**src/hdl/pls_defs.svh**
```systemverilog
// Constants of the link status block: offsets, fields, resets, timing.
// Assumes pclk at 50 MHz; users include it by its bare name.
// Notes on behaviour
// - Scheme two: gig colour1, fast colour2, ten link colour3, collision colour3.
// - Scheme two ten/duplex pair: off, colour1, off/colour2 or colour1/colour2.
// - Colour three is the two colours alternated at half-and-half duty.
// - In two-colour schemes activity blinks the duplex lamp colour.
// - Scheme three: speed lamp steady on, blinking during activity.
// - Scheme three: duplex lamp on for full duplex, off for half.
// - Isolate ignores transmit data, enable and error; registers still answer.
// - Isolate control bit resets to zero.
// - Carrier from receive only in repeater or full duplex, else either.
// - Carrier starts on two non-adjacent zeros within any ten bits.
// - Ten ones before the start delimiter pair end carrier.
// - Carrier ends on T/R or two idles; T without R, idle then data keep.
// - Collision is simultaneous transmit and receive in half duplex only.
// - Collision test: collision follows transmit enable within bounds.
// - At 10 Mb/s half duplex a 1 us collision pulse starts 2 us after transmit ends.
// - Negotiation done sets a status bit, signals an event, reports speed.
// - Failed negotiation flags parallel detect or master/slave fault.
// - Gigabit link needs both trainings done, stays up on valid symbols.
// - Link breaker counts idle errors per window, drops link over threshold.
// - 10 Mb/s sends a pulse every 16 ms, expects one every 8 to 24 ms.
// - Link drops and transmission stops when pulses or valid idles cease.
// - With negotiation enabled a dropped link renegotiates sending FLPs.
// - Without negotiation a dropped link sends NLPs, MLT-3 idle or trained gigabit idle, by forced speed.
// - Duplex lamp follows resolved duplex early; speed lamps need link.
// - Two-bit scheme field, default three; scheme one swaps speed colours.
`ifndef PLS_DEFS_SVH
`define PLS_DEFS_SVH
`define PLS_CLK_MHZ 50
`define PLS_SQE_DLY_NS 2000
`define PLS_SQE_LEN_NS 1000
`define PLS_NLP_TX_MS 16
`define PLS_NLP_MIN_MS 8
`define PLS_NLP_MAX_MS 24
`define PLS_BREAK_WIN 1000000
`define PLS_ALT_BIT 9
`define PLS_BLINK_BIT 21
`define PLS_OFF_CTRL 8'h00
`define PLS_OFF_STAT 8'h04
`define PLS_OFF_EVT 8'h08
`define PLS_CTRL_RST 32'h0000_002c
`define PLS_CTRL_MASK 32'h00ff_03ff
`define PLS_C_ISO 0
`define PLS_C_CTEST 1
`define PLS_C_SCH 3:2
`define PLS_C_RPT 4
`define PLS_C_ANEN 5
`define PLS_C_FSPD 7:6
`define PLS_C_FFD 8
`define PLS_C_BRK 9
`define PLS_C_THR 23:16
`define PLS_E_AN 0
`define PLS_E_PD 1
`define PLS_E_MS 2
`define PLS_E_BRK 3
`define PLS_SYM_JK 10'h311
`define PLS_SYM_T 5'h0d
`define PLS_SYM_R 5'h07
`define PLS_SYM_IDLE 5'h1f
`define PLS_ONES_END 4'h9
`define PLS_SYM_LAST 3'h4
`endif

```
**src/hdl/pls_pkg.sv**
```systemverilog
// Types shared by the link status block and its lamp encoder.
// Assumes nothing beyond a SystemVerilog compiler.
package pls_pkg;
  typedef enum logic [1:0] {SCH_OFF, SCH_ONE, SCH_TWO, SCH_THREE} pls_scheme_e;
  typedef enum logic [1:0] {SPD_10, SPD_100, SPD_1000, SPD_RSV} pls_speed_e;
  typedef enum logic [2:0] {CS_OFF, CS_PRE, CS_DATA, CS_T, CS_I} pls_cs_e;
  typedef enum logic [1:0] {LK_DOWN, LK_NEG, LK_WAIT, LK_UP} pls_link_e;
endpackage : pls_pkg

```
**src/hdl/pls_lamp_if.sv**
```systemverilog
// Status bundle from the link logic to the lamp encoder.
// Assumes both ends run on pclk.
`timescale 1ns/100ps
interface pls_lamp_if;
  import pls_pkg::*;
  pls_scheme_e scheme;
  pls_speed_e speed;
  logic link_up;
  logic full_dup;
  logic dup_valid;
  logic activity;
  logic collision;
  modport src (output scheme, speed, link_up, full_dup, dup_valid,
    activity, collision);
  modport enc (input scheme, speed, link_up, full_dup, dup_valid,
    activity, collision);
endinterface : pls_lamp_if

```
**src/hdl/pls_lamp_enc.sv**
```systemverilog
// Lamp encoder: maps link status onto four lamp pins per scheme.
// Assumes the status bundle is synchronous to pclk.
`timescale 1ns/100ps
`include "pls_defs.svh"
module pls_lamp_enc import pls_pkg::*; #(
  parameter int CNT_W = 22
) (
  input wire logic pclk,
  input wire logic presetn,
  pls_lamp_if.enc st,
  output logic gig_speed_lamp,
  output logic fast_speed_lamp,
  output logic ten_speed_lamp,
  output logic duplex_activity_lamp
);
  logic [CNT_W-1:0] cnt_q;
  logic act_q;
  logic col_q;
  logic alt;
  logic blink;
  logic blk_end;
  logic is_g, is_f, is_t, two_col, act_on, dup_on;
  logic c1_sel, c2_sel;
  logic pa_c1, pa_c2, pb_c1, pb_c2;
  logic gig_d, fast_d, ten_d, dup_d;

  // One counter feeds both periods so they stay phase locked
  assign alt = cnt_q[`PLS_ALT_BIT];
  assign blink = cnt_q[`PLS_BLINK_BIT];
  assign blk_end = &cnt_q[`PLS_BLINK_BIT:0];
  assign is_g = st.link_up && st.speed == SPD_1000;
  assign is_f = st.link_up && st.speed == SPD_100;
  assign is_t = st.link_up && st.speed == SPD_10;
  assign two_col = st.scheme == SCH_ONE || st.scheme == SCH_TWO;
  assign act_on = act_q & blink;
  assign dup_on = st.dup_valid & st.full_dup;
  assign c1_sel = (st.scheme == SCH_ONE) ? is_f : is_g;
  assign c2_sel = (st.scheme == SCH_ONE) ? is_g : is_f;
  assign pa_c1 = c1_sel | (is_t & alt);
  assign pa_c2 = c2_sel | (is_t & ~alt);
  // Collision colour overrides the activity blink; scheme one shows none
  assign pb_c1 = (st.scheme == SCH_TWO && col_q) ? alt :
    dup_on & ~act_on;
  assign pb_c2 = (st.scheme == SCH_TWO && col_q) ? ~alt : act_on;
  assign gig_d = two_col ? pa_c1 :
    (st.scheme == SCH_THREE) & is_g & ~act_on;
  assign fast_d = two_col ? pa_c2 :
    (st.scheme == SCH_THREE) & is_f & ~act_on;
  assign ten_d = two_col ? pb_c2 :
    (st.scheme == SCH_THREE) & is_t & ~act_on;
  assign dup_d = two_col ? pb_c1 :
    (st.scheme == SCH_THREE) & dup_on;

  // Activity and collision are held until the current blink period ends
  always_ff @(posedge pclk or negedge presetn) begin
    if (!presetn) begin
      cnt_q <= '0;
      act_q <= 1'b0;
      col_q <= 1'b0;
      gig_speed_lamp <= 1'b0;
      fast_speed_lamp <= 1'b0;
      ten_speed_lamp <= 1'b0;
      duplex_activity_lamp <= 1'b0;
    end else begin
      cnt_q <= cnt_q + 1'b1;
      act_q <= st.activity | (act_q & ~blk_end);
      col_q <= st.collision | (col_q & ~blk_end);
      gig_speed_lamp <= gig_d;
      fast_speed_lamp <= fast_d;
      ten_speed_lamp <= ten_d;
      duplex_activity_lamp <= dup_d;
    end
  end
endmodule : pls_lamp_enc

```
**src/hdl/pls_link_status.sv**
```systemverilog
// Link supervision, carrier sense, collision and lamps of the transceiver.
// Assumes an APB master on pclk; PCS and negotiation inputs share pclk,
// transmit enable from the MAC is treated as asynchronous.
`timescale 1ns/100ps
`include "pls_defs.svh"
module pls_link_status import pls_pkg::*; #(
  parameter int unsigned NLP_TX_CYC = `PLS_NLP_TX_MS * `PLS_CLK_MHZ * 1000,
  parameter int unsigned NLP_MIN_CYC = `PLS_NLP_MIN_MS * `PLS_CLK_MHZ * 1000,
  parameter int unsigned NLP_MAX_CYC = `PLS_NLP_MAX_MS * `PLS_CLK_MHZ * 1000,
  parameter int unsigned BREAK_WIN = `PLS_BREAK_WIN,
  parameter int NLP_W = 21,
  parameter int WIN_W = 20,
  parameter int LAMP_CNT_W = 22
) (
  input wire logic pclk,
  input wire logic presetn,
  input wire logic psel,
  input wire logic penable,
  input wire logic pwrite,
  input wire logic [7:0] paddr,
  input wire logic [31:0] pwdata,
  output logic [31:0] prdata,
  output logic pready,
  output logic pslverr,
  input wire logic [7:0] txd,
  input wire logic tx_en,
  input wire logic tx_er,
  output logic [7:0] tx_path_data,
  output logic tx_path_en,
  output logic tx_path_er,
  output logic crs,
  output logic col,
  input wire logic rx_bit,
  input wire logic rx_bit_vld,
  input wire logic rx_sym_ok,
  input wire logic rx_idle_err,
  input wire logic an_done,
  input wire logic [1:0] an_speed,
  input wire logic an_full_dup,
  input wire logic pd_fault_in,
  input wire logic ms_fault_in,
  output logic an_event,
  input wire logic loc_train_done,
  input wire logic rem_train_done,
  output logic tx_idle_trained,
  input wire logic nlp_rx,
  output logic nlp_tx,
  output logic flp_tx_en,
  output logic mlt3_idle_en,
  output logic link_up,
  output logic gig_speed_lamp,
  output logic fast_speed_lamp,
  output logic ten_speed_lamp,
  output logic duplex_activity_lamp
);
  // SQE start is a least time, rounded up; its length is nominal
  localparam int SQE_DLY_I =
    (`PLS_SQE_DLY_NS * `PLS_CLK_MHZ + 999) / 1000;
  localparam int SQE_END_I =
    SQE_DLY_I + (`PLS_SQE_LEN_NS * `PLS_CLK_MHZ) / 1000;
  localparam logic [7:0] SQE_DLY = 8'(SQE_DLY_I);
  localparam logic [7:0] SQE_END = 8'(SQE_END_I);
  localparam logic [NLP_W-1:0] NLP_TX_LAST = NLP_W'(NLP_TX_CYC - 1);
  localparam logic [NLP_W-1:0] NLP_MIN = NLP_W'(NLP_MIN_CYC);
  localparam logic [NLP_W-1:0] NLP_MAX = NLP_W'(NLP_MAX_CYC);
  localparam logic [WIN_W-1:0] WIN_LAST = WIN_W'(BREAK_WIN - 1);

  pls_lamp_if lamp_bus ();

  // Register bus
  logic [31:0] ctrl_q, ctrl_d;
  logic [3:0] evt_q, evt_d, evt_set, evt_clr;
  logic [31:0] prdata_d, stat_word;
  logic sel_ctrl, sel_stat, sel_evt, mapped, wr_acc, rd_setup;
  // Control fields
  logic iso, ctest, rpt, an_en, brk_en;
  logic [7:0] thr;
  // Transmit enable synchroniser
  logic txen_s1_q, txen_s2_q, txen_s3_q, txen_q, tx_act, tx_act_q;
  // Carrier sense
  pls_cs_e cs_q, cs_d;
  logic [8:0] hist_q;
  logic [9:0] win;
  logic [3:0] ones_q, ones_d;
  logic [2:0] ph_q, ph_d;
  logic rx_car, two_zero, sym_end;
  logic [4:0] sym;
  // Collision
  logic [7:0] sqe_cnt_q, sqe_cnt_d;
  logic sqe_on, coll, tx_fall;
  // Link
  pls_link_e lk_q, lk_d;
  pls_speed_e spd_q, spd_d;
  logic fd_q, fd_d, dv_q, dv_d;
  logic [NLP_W-1:0] ntx_q, ngap_q;
  logic [WIN_W-1:0] win_q;
  logic [8:0] err_q;
  logic is_10, is_100, is_1000, lk_live, nlp_ok, nlp_tmo;
  logic brk_run, brk_trip, up_ok, drop, an_ok, an_bad;

  // APB decode: zero wait, read data captured in the setup cycle
  assign sel_ctrl = paddr == `PLS_OFF_CTRL;
  assign sel_stat = paddr == `PLS_OFF_STAT;
  assign sel_evt = paddr == `PLS_OFF_EVT;
  assign mapped = sel_ctrl | sel_stat | sel_evt;
  assign wr_acc = psel & penable & pwrite & mapped;
  assign rd_setup = psel & ~penable & ~pwrite;
  assign pready = 1'b1;
  assign pslverr = psel & penable & ~mapped;
  assign ctrl_d = (wr_acc && sel_ctrl) ?
    (pwdata & `PLS_CTRL_MASK) : ctrl_q;
  assign stat_word = {24'h000000, brk_en, col, crs, dv_q, fd_q, spd_q,
    lk_q == LK_UP};
  assign prdata_d = !rd_setup ? prdata :
    sel_ctrl ? ctrl_q :
    sel_stat ? stat_word :
    sel_evt ? {28'h0000000, evt_q} : 32'h0000_0000;
  // Event flags clear on writing one; a set in the same cycle wins
  assign evt_clr = (wr_acc && sel_evt) ? pwdata[3:0] : 4'h0;
  assign evt_set = {brk_trip, an_bad & ms_fault_in,
    an_bad & pd_fault_in, an_ok};
  assign evt_d = (evt_q & ~evt_clr) | evt_set;

  assign iso = ctrl_q[`PLS_C_ISO];
  assign ctest = ctrl_q[`PLS_C_CTEST];
  assign rpt = ctrl_q[`PLS_C_RPT];
  assign an_en = ctrl_q[`PLS_C_ANEN];
  assign brk_en = ctrl_q[`PLS_C_BRK];
  assign thr = ctrl_q[`PLS_C_THR];

  // Isolation only gates the MAC side; the register bus keeps working
  assign tx_act = txen_q & ~iso;
  assign tx_fall = tx_act_q & ~tx_act;

  // Carrier detection on the unscrambled code bit stream
  assign win = {hist_q, rx_bit};
  assign two_zero = ~rx_bit & ~(&hist_q[8:1]);
  assign sym = win[4:0];
  assign sym_end = ph_q == `PLS_SYM_LAST;
  assign rx_car = cs_q == CS_PRE || cs_q == CS_DATA;
  assign ones_d = !rx_bit_vld ? ones_q :
    !rx_bit ? 4'h0 :
    (ones_q == `PLS_ONES_END) ? ones_q : ones_q + 4'h1;

  always_comb begin
    cs_d = cs_q;
    ph_d = ph_q;
    if (rx_bit_vld) begin
      ph_d = sym_end ? 3'h0 : ph_q + 3'h1;
      case (cs_q)
        CS_OFF: begin
          if (two_zero) begin
            cs_d = CS_PRE;
          end
        end
        CS_PRE: begin
          if (win == `PLS_SYM_JK) begin
            cs_d = CS_DATA;
            ph_d = 3'h0;
          end else if (rx_bit && ones_q == `PLS_ONES_END) begin
            cs_d = CS_OFF;
          end
        end
        CS_DATA: begin
          if (sym_end && sym == `PLS_SYM_T) begin
            cs_d = CS_T;
          end else if (sym_end && sym == `PLS_SYM_IDLE) begin
            cs_d = CS_I;
          end
        end
        CS_T: begin
          if (sym_end) begin
            cs_d = (sym == `PLS_SYM_R) ? CS_OFF : CS_DATA;
          end
        end
        CS_I: begin
          if (sym_end) begin
            cs_d = (sym == `PLS_SYM_IDLE) ? CS_OFF : CS_DATA;
          end
        end
        default: cs_d = CS_OFF;
      endcase
    end
  end

  // Collision is left combinational so it follows its causes directly
  assign coll = ~fd_q & tx_act & rx_car;
  assign sqe_on = is_10 && !fd_q && sqe_cnt_q >= SQE_DLY &&
    sqe_cnt_q < SQE_END;
  assign col = coll | (ctest & tx_act) | sqe_on;
  assign sqe_cnt_d = tx_fall ? 8'h01 :
    (sqe_cnt_q != 8'h00 && sqe_cnt_q < SQE_END) ?
    sqe_cnt_q + 8'h01 : 8'h00;

  // Link supervision
  assign is_10 = spd_q == SPD_10;
  assign is_100 = spd_q == SPD_100;
  assign is_1000 = spd_q == SPD_1000;
  assign lk_live = lk_q == LK_WAIT || lk_q == LK_UP;
  assign nlp_ok = nlp_rx && (ngap_q >= NLP_MIN || lk_q != LK_UP);
  assign nlp_tmo = ngap_q >= NLP_MAX;
  assign brk_run = brk_en && is_1000 && lk_q == LK_UP;
  assign brk_trip = brk_run && err_q > {1'b0, thr};
  assign an_ok = lk_q == LK_NEG && an_done && !pd_fault_in && !ms_fault_in;
  assign an_bad = lk_q == LK_NEG && an_done && (pd_fault_in | ms_fault_in);
  assign up_ok = is_1000 ? (loc_train_done & rem_train_done) :
    is_100 ? rx_sym_ok : nlp_ok;
  assign drop = is_10 ? nlp_tmo : (~rx_sym_ok | brk_trip);

  always_comb begin
    lk_d = lk_q;
    spd_d = spd_q;
    fd_d = fd_q;
    dv_d = dv_q;
    case (lk_q)
      LK_DOWN: begin
        if (an_en) begin
          lk_d = LK_NEG;
          dv_d = 1'b0;
        end else begin
          lk_d = LK_WAIT;
          spd_d = pls_speed_e'(ctrl_q[`PLS_C_FSPD]);
          fd_d = ctrl_q[`PLS_C_FFD];
          dv_d = 1'b1;
        end
      end
      LK_NEG: begin
        if (an_ok) begin
          lk_d = LK_WAIT;
          spd_d = pls_speed_e'(an_speed);
          fd_d = an_full_dup;
          dv_d = 1'b1;
        end
      end
      LK_WAIT: begin
        if (up_ok) begin
          lk_d = LK_UP;
        end
      end
      LK_UP: begin
        if (drop) begin
          lk_d = LK_DOWN;
        end
      end
      default: lk_d = LK_DOWN;
    endcase
  end

  // Link outputs; data transmission is cut whenever the link is down
  assign link_up = lk_q == LK_UP;
  assign flp_tx_en = lk_q == LK_NEG;
  assign mlt3_idle_en = is_100 & lk_live;
  assign tx_idle_trained = is_1000 & lk_live & loc_train_done;
  assign nlp_tx = is_10 && lk_live && ntx_q == NLP_TX_LAST;

  assign lamp_bus.scheme = pls_scheme_e'(ctrl_q[`PLS_C_SCH]);
  assign lamp_bus.speed = spd_q;
  assign lamp_bus.link_up = link_up;
  assign lamp_bus.full_dup = fd_q;
  assign lamp_bus.dup_valid = dv_q;
  assign lamp_bus.activity = tx_act | rx_car;
  assign lamp_bus.collision = coll;

  always_ff @(posedge pclk or negedge presetn) begin
    if (!presetn) begin
      ctrl_q <= `PLS_CTRL_RST;
      evt_q <= 4'h0;
      prdata <= 32'h0000_0000;
      an_event <= 1'b0;
    end else begin
      ctrl_q <= ctrl_d;
      evt_q <= evt_d;
      prdata <= prdata_d;
      an_event <= an_ok;
    end
  end

  // The first stage feeds only the second
  always_ff @(posedge pclk or negedge presetn) begin
    if (!presetn) begin
      txen_s1_q <= 1'b0;
      txen_s2_q <= 1'b0;
      txen_s3_q <= 1'b0;
      txen_q <= 1'b0;
      tx_act_q <= 1'b0;
      sqe_cnt_q <= 8'h00;
      crs <= 1'b0;
    end else begin
      txen_s1_q <= tx_en;
      txen_s2_q <= txen_s1_q;
      txen_s3_q <= txen_s2_q;
      if (txen_s2_q == txen_s3_q) begin
        txen_q <= txen_s3_q;
      end
      tx_act_q <= tx_act;
      sqe_cnt_q <= sqe_cnt_d;
      crs <= rx_car | (tx_act & ~(fd_q | rpt));
    end
  end

  // Data path stays on the MAC's timing, gated by isolation and link
  always_ff @(posedge pclk or negedge presetn) begin
    if (!presetn) begin
      tx_path_data <= 8'h00;
      tx_path_en <= 1'b0;
      tx_path_er <= 1'b0;
    end else begin
      tx_path_data <= (iso || !link_up) ? 8'h00 : txd;
      tx_path_en <= tx_en & ~iso & link_up;
      tx_path_er <= tx_er & ~iso & link_up;
    end
  end

  always_ff @(posedge pclk or negedge presetn) begin
    if (!presetn) begin
      cs_q <= CS_OFF;
      hist_q <= 9'h1ff;
      ones_q <= 4'h0;
      ph_q <= 3'h0;
    end else begin
      cs_q <= cs_d;
      ph_q <= ph_d;
      ones_q <= ones_d;
      if (rx_bit_vld) begin
        hist_q <= win[8:0];
      end
    end
  end

  always_ff @(posedge pclk or negedge presetn) begin
    if (!presetn) begin
      lk_q <= LK_DOWN;
      spd_q <= SPD_10;
      fd_q <= 1'b0;
      dv_q <= 1'b0;
    end else begin
      lk_q <= lk_d;
      spd_q <= spd_d;
      fd_q <= fd_d;
      dv_q <= dv_d;
    end
  end

  // Pulse timers run only while a 10 Mb/s link is attempted or up
  always_ff @(posedge pclk or negedge presetn) begin
    if (!presetn) begin
      ntx_q <= '0;
      ngap_q <= '0;
    end else if (!(is_10 && lk_live)) begin
      ntx_q <= '0;
      ngap_q <= '0;
    end else begin
      ntx_q <= (ntx_q == NLP_TX_LAST) ? '0 : ntx_q + 1'b1;
      if (nlp_ok) begin
        ngap_q <= '0;
      end else if (!nlp_tmo) begin
        ngap_q <= ngap_q + 1'b1;
      end
    end
  end

  // Idle errors are counted per fixed window, saturating
  always_ff @(posedge pclk or negedge presetn) begin
    if (!presetn) begin
      win_q <= '0;
      err_q <= 9'h000;
    end else if (!brk_run || win_q == WIN_LAST) begin
      win_q <= '0;
      err_q <= 9'h000;
    end else begin
      win_q <= win_q + 1'b1;
      if (rx_idle_err && err_q != 9'h1ff) begin
        err_q <= err_q + 9'h001;
      end
    end
  end

  pls_lamp_enc #(
    .CNT_W(LAMP_CNT_W)
  ) u_lamp (
    .pclk(pclk),
    .presetn(presetn),
    .st(lamp_bus.enc),
    .gig_speed_lamp(gig_speed_lamp),
    .fast_speed_lamp(fast_speed_lamp),
    .ten_speed_lamp(ten_speed_lamp),
    .duplex_activity_lamp(duplex_activity_lamp)
  );
endmodule : pls_link_status

```
**config.mk**
```make
export PLATFORM = sky130hd
export DESIGN_NAME = pls_link_status
export DESIGN_NICKNAME = d
export VERILOG_FILES = /design/src/hdl/pls_pkg.sv /design/src/hdl/pls_lamp_if.sv /design/src/hdl/pls_lamp_enc.sv /design/src/hdl/pls_link_status.sv
export VERILOG_INCLUDE_DIRS = /design/src /design/src/hdl
export SDC_FILE = /design/constraint.sdc
export NUM_CORES = 1
export LEC_CHECK = 0
export BUFFER_PORTS_ARGS = -buffer_cell sky130_fd_sc_hd__buf_2
export CAP_MARGIN = 30
export CORE_MARGIN = 10
export CORE_UTILIZATION = 58
export CTS_CLUSTER_SIZE = 30
export DETAILED_ROUTE_END_ITERATION = 10
export GPL_ROUTABILITY_DRIVEN = 0
export PLACE_DENSITY_LB_ADDON = 0.2
export SETUP_SLACK_MARGIN = 0.02
export SYNTH_ARGS = -nofsm -noshare
export SYNTH_HDL_FRONTEND = slang
export SYNTH_SLANG_ARGS = --single-unit
export TNS_END_PERCENT = 5
```
**constraint.sdc**
```tcl
create_clock -name pclk -period 3.1 [get_ports pclk]
set_input_delay 0.155 -clock pclk [delete_from_list [all_inputs] [get_ports pclk]]
set_output_delay 0.155 -clock pclk [all_outputs]
set_load 0.01 [all_outputs]
```
==> run metrics <==
drt pass-1 iters=6; max incr delay on CP=0.59 ns; Clock Path Buffers=2; Mapped Area=9220 um2; WP depth=7; fmax=0.404 GHz; Critical R2R Capture=lk_q[0]$_DFFE_PN0P_; Worst setup EP type=register; dpl hpwl=14.4 mm; crit path DAT=2.79 ns; Top FF cell, synth=dfrtp_1; CTS tree=done; GR Overflow Total=0; Clock Tree Root=clkbuf_16; Post-Syn Instances=924; DR WL/cell=15.9 um; Startpoint Class=register; area growth from synthesis to layout=16.8%; Distinct cells, synth=60; DIE WIDTH=146 um; Crit Path Category=reg -> reg; max-slew violations=0; Reg2Reg Depth=7; PortBufs=94; WP buf/inv=0; Skew-Pair Late Insertion Delay=0.43 ns; Slowest cell on crit path=o311ai_0; Seq/Total Area, Yosys=51.5%; chip height=146 um; Crit path max-delay family=compound AO/OA/AOI/OAI gates; CTS HTree Levels=4; vias in the first global route=6,952; post-layout min period=2.47 ns; worst slew pin tran=0.723 ns; layout cells sized above 1=17.4%; Setup crit end=lk_q[0]$_DFFE_PN0P_; Critical Path RT=3.41 ns; FFs w/ async S/R, synth=100%; Core ar.=15,700 um2; via count=6,878; MaxCap Viol Count=0; Yosys top cell area share=48.0%; Syn Area/Cell=9.98 um2; Setup TNS=0 ns; run status=finished clean; n_diodes=0; drt drc=0; first-pass GRT wire length=34.4 mm; antenna violations before repair=1; clock transition at the registers of the reported paths=0.07 ns; Via density=5.39; # rows=46; CP most frequent cell=nor3_1; RR Startpoint=err_q[7]$_DFFE_PN0P_; Ports=124; #FFs+latches synth=189; crit-path max FO=3; Max-slew headroom=51.7%; Setup crit start=err_q[7]$_DFFE_PN0P_; Iter 0 DRT Violations=390; Final Hold Viols=0; Max IR drop VDD=0.434 mV; fin crit share=79.8%; starting density of the core=58.7%; r2r setup slk=0.63 ns; leakage=0.00501 uW; largest net degree at the start of global routing=87; YS warnings=0; worst path cell trace=ha_1, a211oi_1, nand2_1, nor3_1, nor3_1, o311ai_0, mux2_2; Synth area leader=dfrtp_1; Hold Crit Class=in -> reg; commonest cells after routing, fill and taps aside=dfrtp_1, nor2_1, nand2_1; Post-synth EDFFs=0; most common cell after layout, fill and taps aside=dfrtp_1; nets=1,143; global-route usage over all layers=19.4%; worst hold margin=0.0262 ns; CTS Buf Count=17; Setup Skew=0.00896 ns; Clock Sinks=189; fin util=68.5%; Post-DRT Antenna Nets=0; Final Setup Violations=0; largest cells by area after synthesis=dfrtp_1, nor2_1, xnor2_1, xor2_1, nand2_1; P per Cell Area=598 nW/um2; unrepaired setup endpoints after global routing=false; Die ar.=21,300 um2; final WL=20.3 mm
-- final cells by class --
cell class                      instances  area (um2)
Fill cell                            1233        4940
Sequential cell                       189        4740
Multi-Input combinational cell        665        4160
Timing Repair Buffer                  133         855
Clock buffer                           18         439
Tap cell                              216         270
Inverter                               41         154
Clock inverter                         14         148
-- through the flow --
| step | total power (uW) | setup WS [ns] | area, um2 | cells |
|---|---|---|---|---|
| after global placement | 4250 | 0.693 | 9900 | 1216 |
| final | 6440 | 0.627 | 10800 | 1276 |
| after floorplan | 3850 | 0.898 | 9270 | 937 |
| after CTS | 6490 | 0.634 | 10800 | 1275 |
| after detailed placement | 4290 | 0.658 | 9900 | 1216 |
| after global routing | 6790 | 0.498 | 10800 | 1276 |
-- worst min-delay path by stage --
stage / startpoint / slack [ns] / depth (start not counted) / to
5_1_grt: pwdata[0] / 0.004 / 2 / ctrl_q[0]$_DFFE_PN0P_
2_1_floorplan: presetn / -0.14 / 0 / an_event$_DFF_PN0_
3_3_place_gp: presetn / 0.24 / 1 / prdata[18]$_DFFE_PN0P_
6_report: pwdata[0] / 0.03 / 2 / ctrl_q[0]$_DFFE_PN0P_
3_5_place_dp: presetn / 0.25 / 1 / prdata[21]$_DFFE_PN0P_
4_1_cts: pwdata[9] / 0.005 / 2 / ctrl_q[9]$_DFFE_PN0P_
-- cell usage after synthesis, types with 2 or more instances --
cell type  instances
a211oi_1           2
a21o_1             2
a21oi_1           18
a221oi_1           4
a31oi_1            2
a32o_1             3
and2_1            13
and3_1            18
and4_1            11
buf_1              2
buf_2              4
buf_4             15
clkbuf_1          21
conb_1             2
dfrtp_1          177
dfstp_2           12
ha_1              28
inv_1             41
mux2_2            23
mux2i_1           14
nand2_1          100
nand2b_1           3
nand3_1           60
nand3b_1           3
nand4_1           21
nand4b_1           2
nor2_1           116
nor2b_1            8
nor3_1            21
nor3b_1            5
nor4_1             9
nor4b_1            4
o211ai_1           3
o21ai_0           38
o21bai_1           2
o31ai_1            2
or3_1              6
xnor2_1           45
xor2_1            43
-- flip-flops by register name (all words and copies together) (netlist names), 8 cells and up --
| name | flops |
|---|---|
| win_q | 20 |
| tx_path_data | 8 |
| sqe_cnt_q | 8 |
| hist_q | 9 |
| prdata | 18 |
| u_lamp.cnt_q | 22 |
| ntx_q | 21 |
| err_q | 9 |
| ngap_q | 21 |
| ctrl_q | 18 |
-- routing by layer --
metal	wire, um	track usage (%)	vias up
met5	18	0	-
met4	396	7.06	2
met3	885	4.23	37
met2	9740	31.1	140
met1	9230	25.5	3328
li1	-	-	3371
-- power breakdown --
group          switching [uW]  internal (uW)  leakage, uW
combinational             811            512      0.00225
clock                     999           1160     0.000284
sequential                223           2730      0.00247
-- cell families (layout without fill, tap and decap cells) --
logic type / after synthesis / count (layout) / share of synthesized area, %
other: 2 / 15 / 0.0815
AO/OA/AOI/OAI: 89 / 89 / 6.37
XOR/XNOR: 88 / 88 / 8.36
adder cells (fa/ha/maj): 29 / 29 / 3.91
AND/OR/NAND/NOR: 407 / 407 / 21.4
buffers and inverters: 83 / 206 / 4.04
multiplexers: 37 / 37 / 4.33
flip-flops: 189 / 189 / 51.5
-- what timing repair did --
action / in CTS / in global routing
gates resized for setup: 0 / 0
hold buffers: 27 / 1
hold endpoints to repair: 106 / 1
buffers inserted: 0 / 0
(Power assumes the default switching activity.)
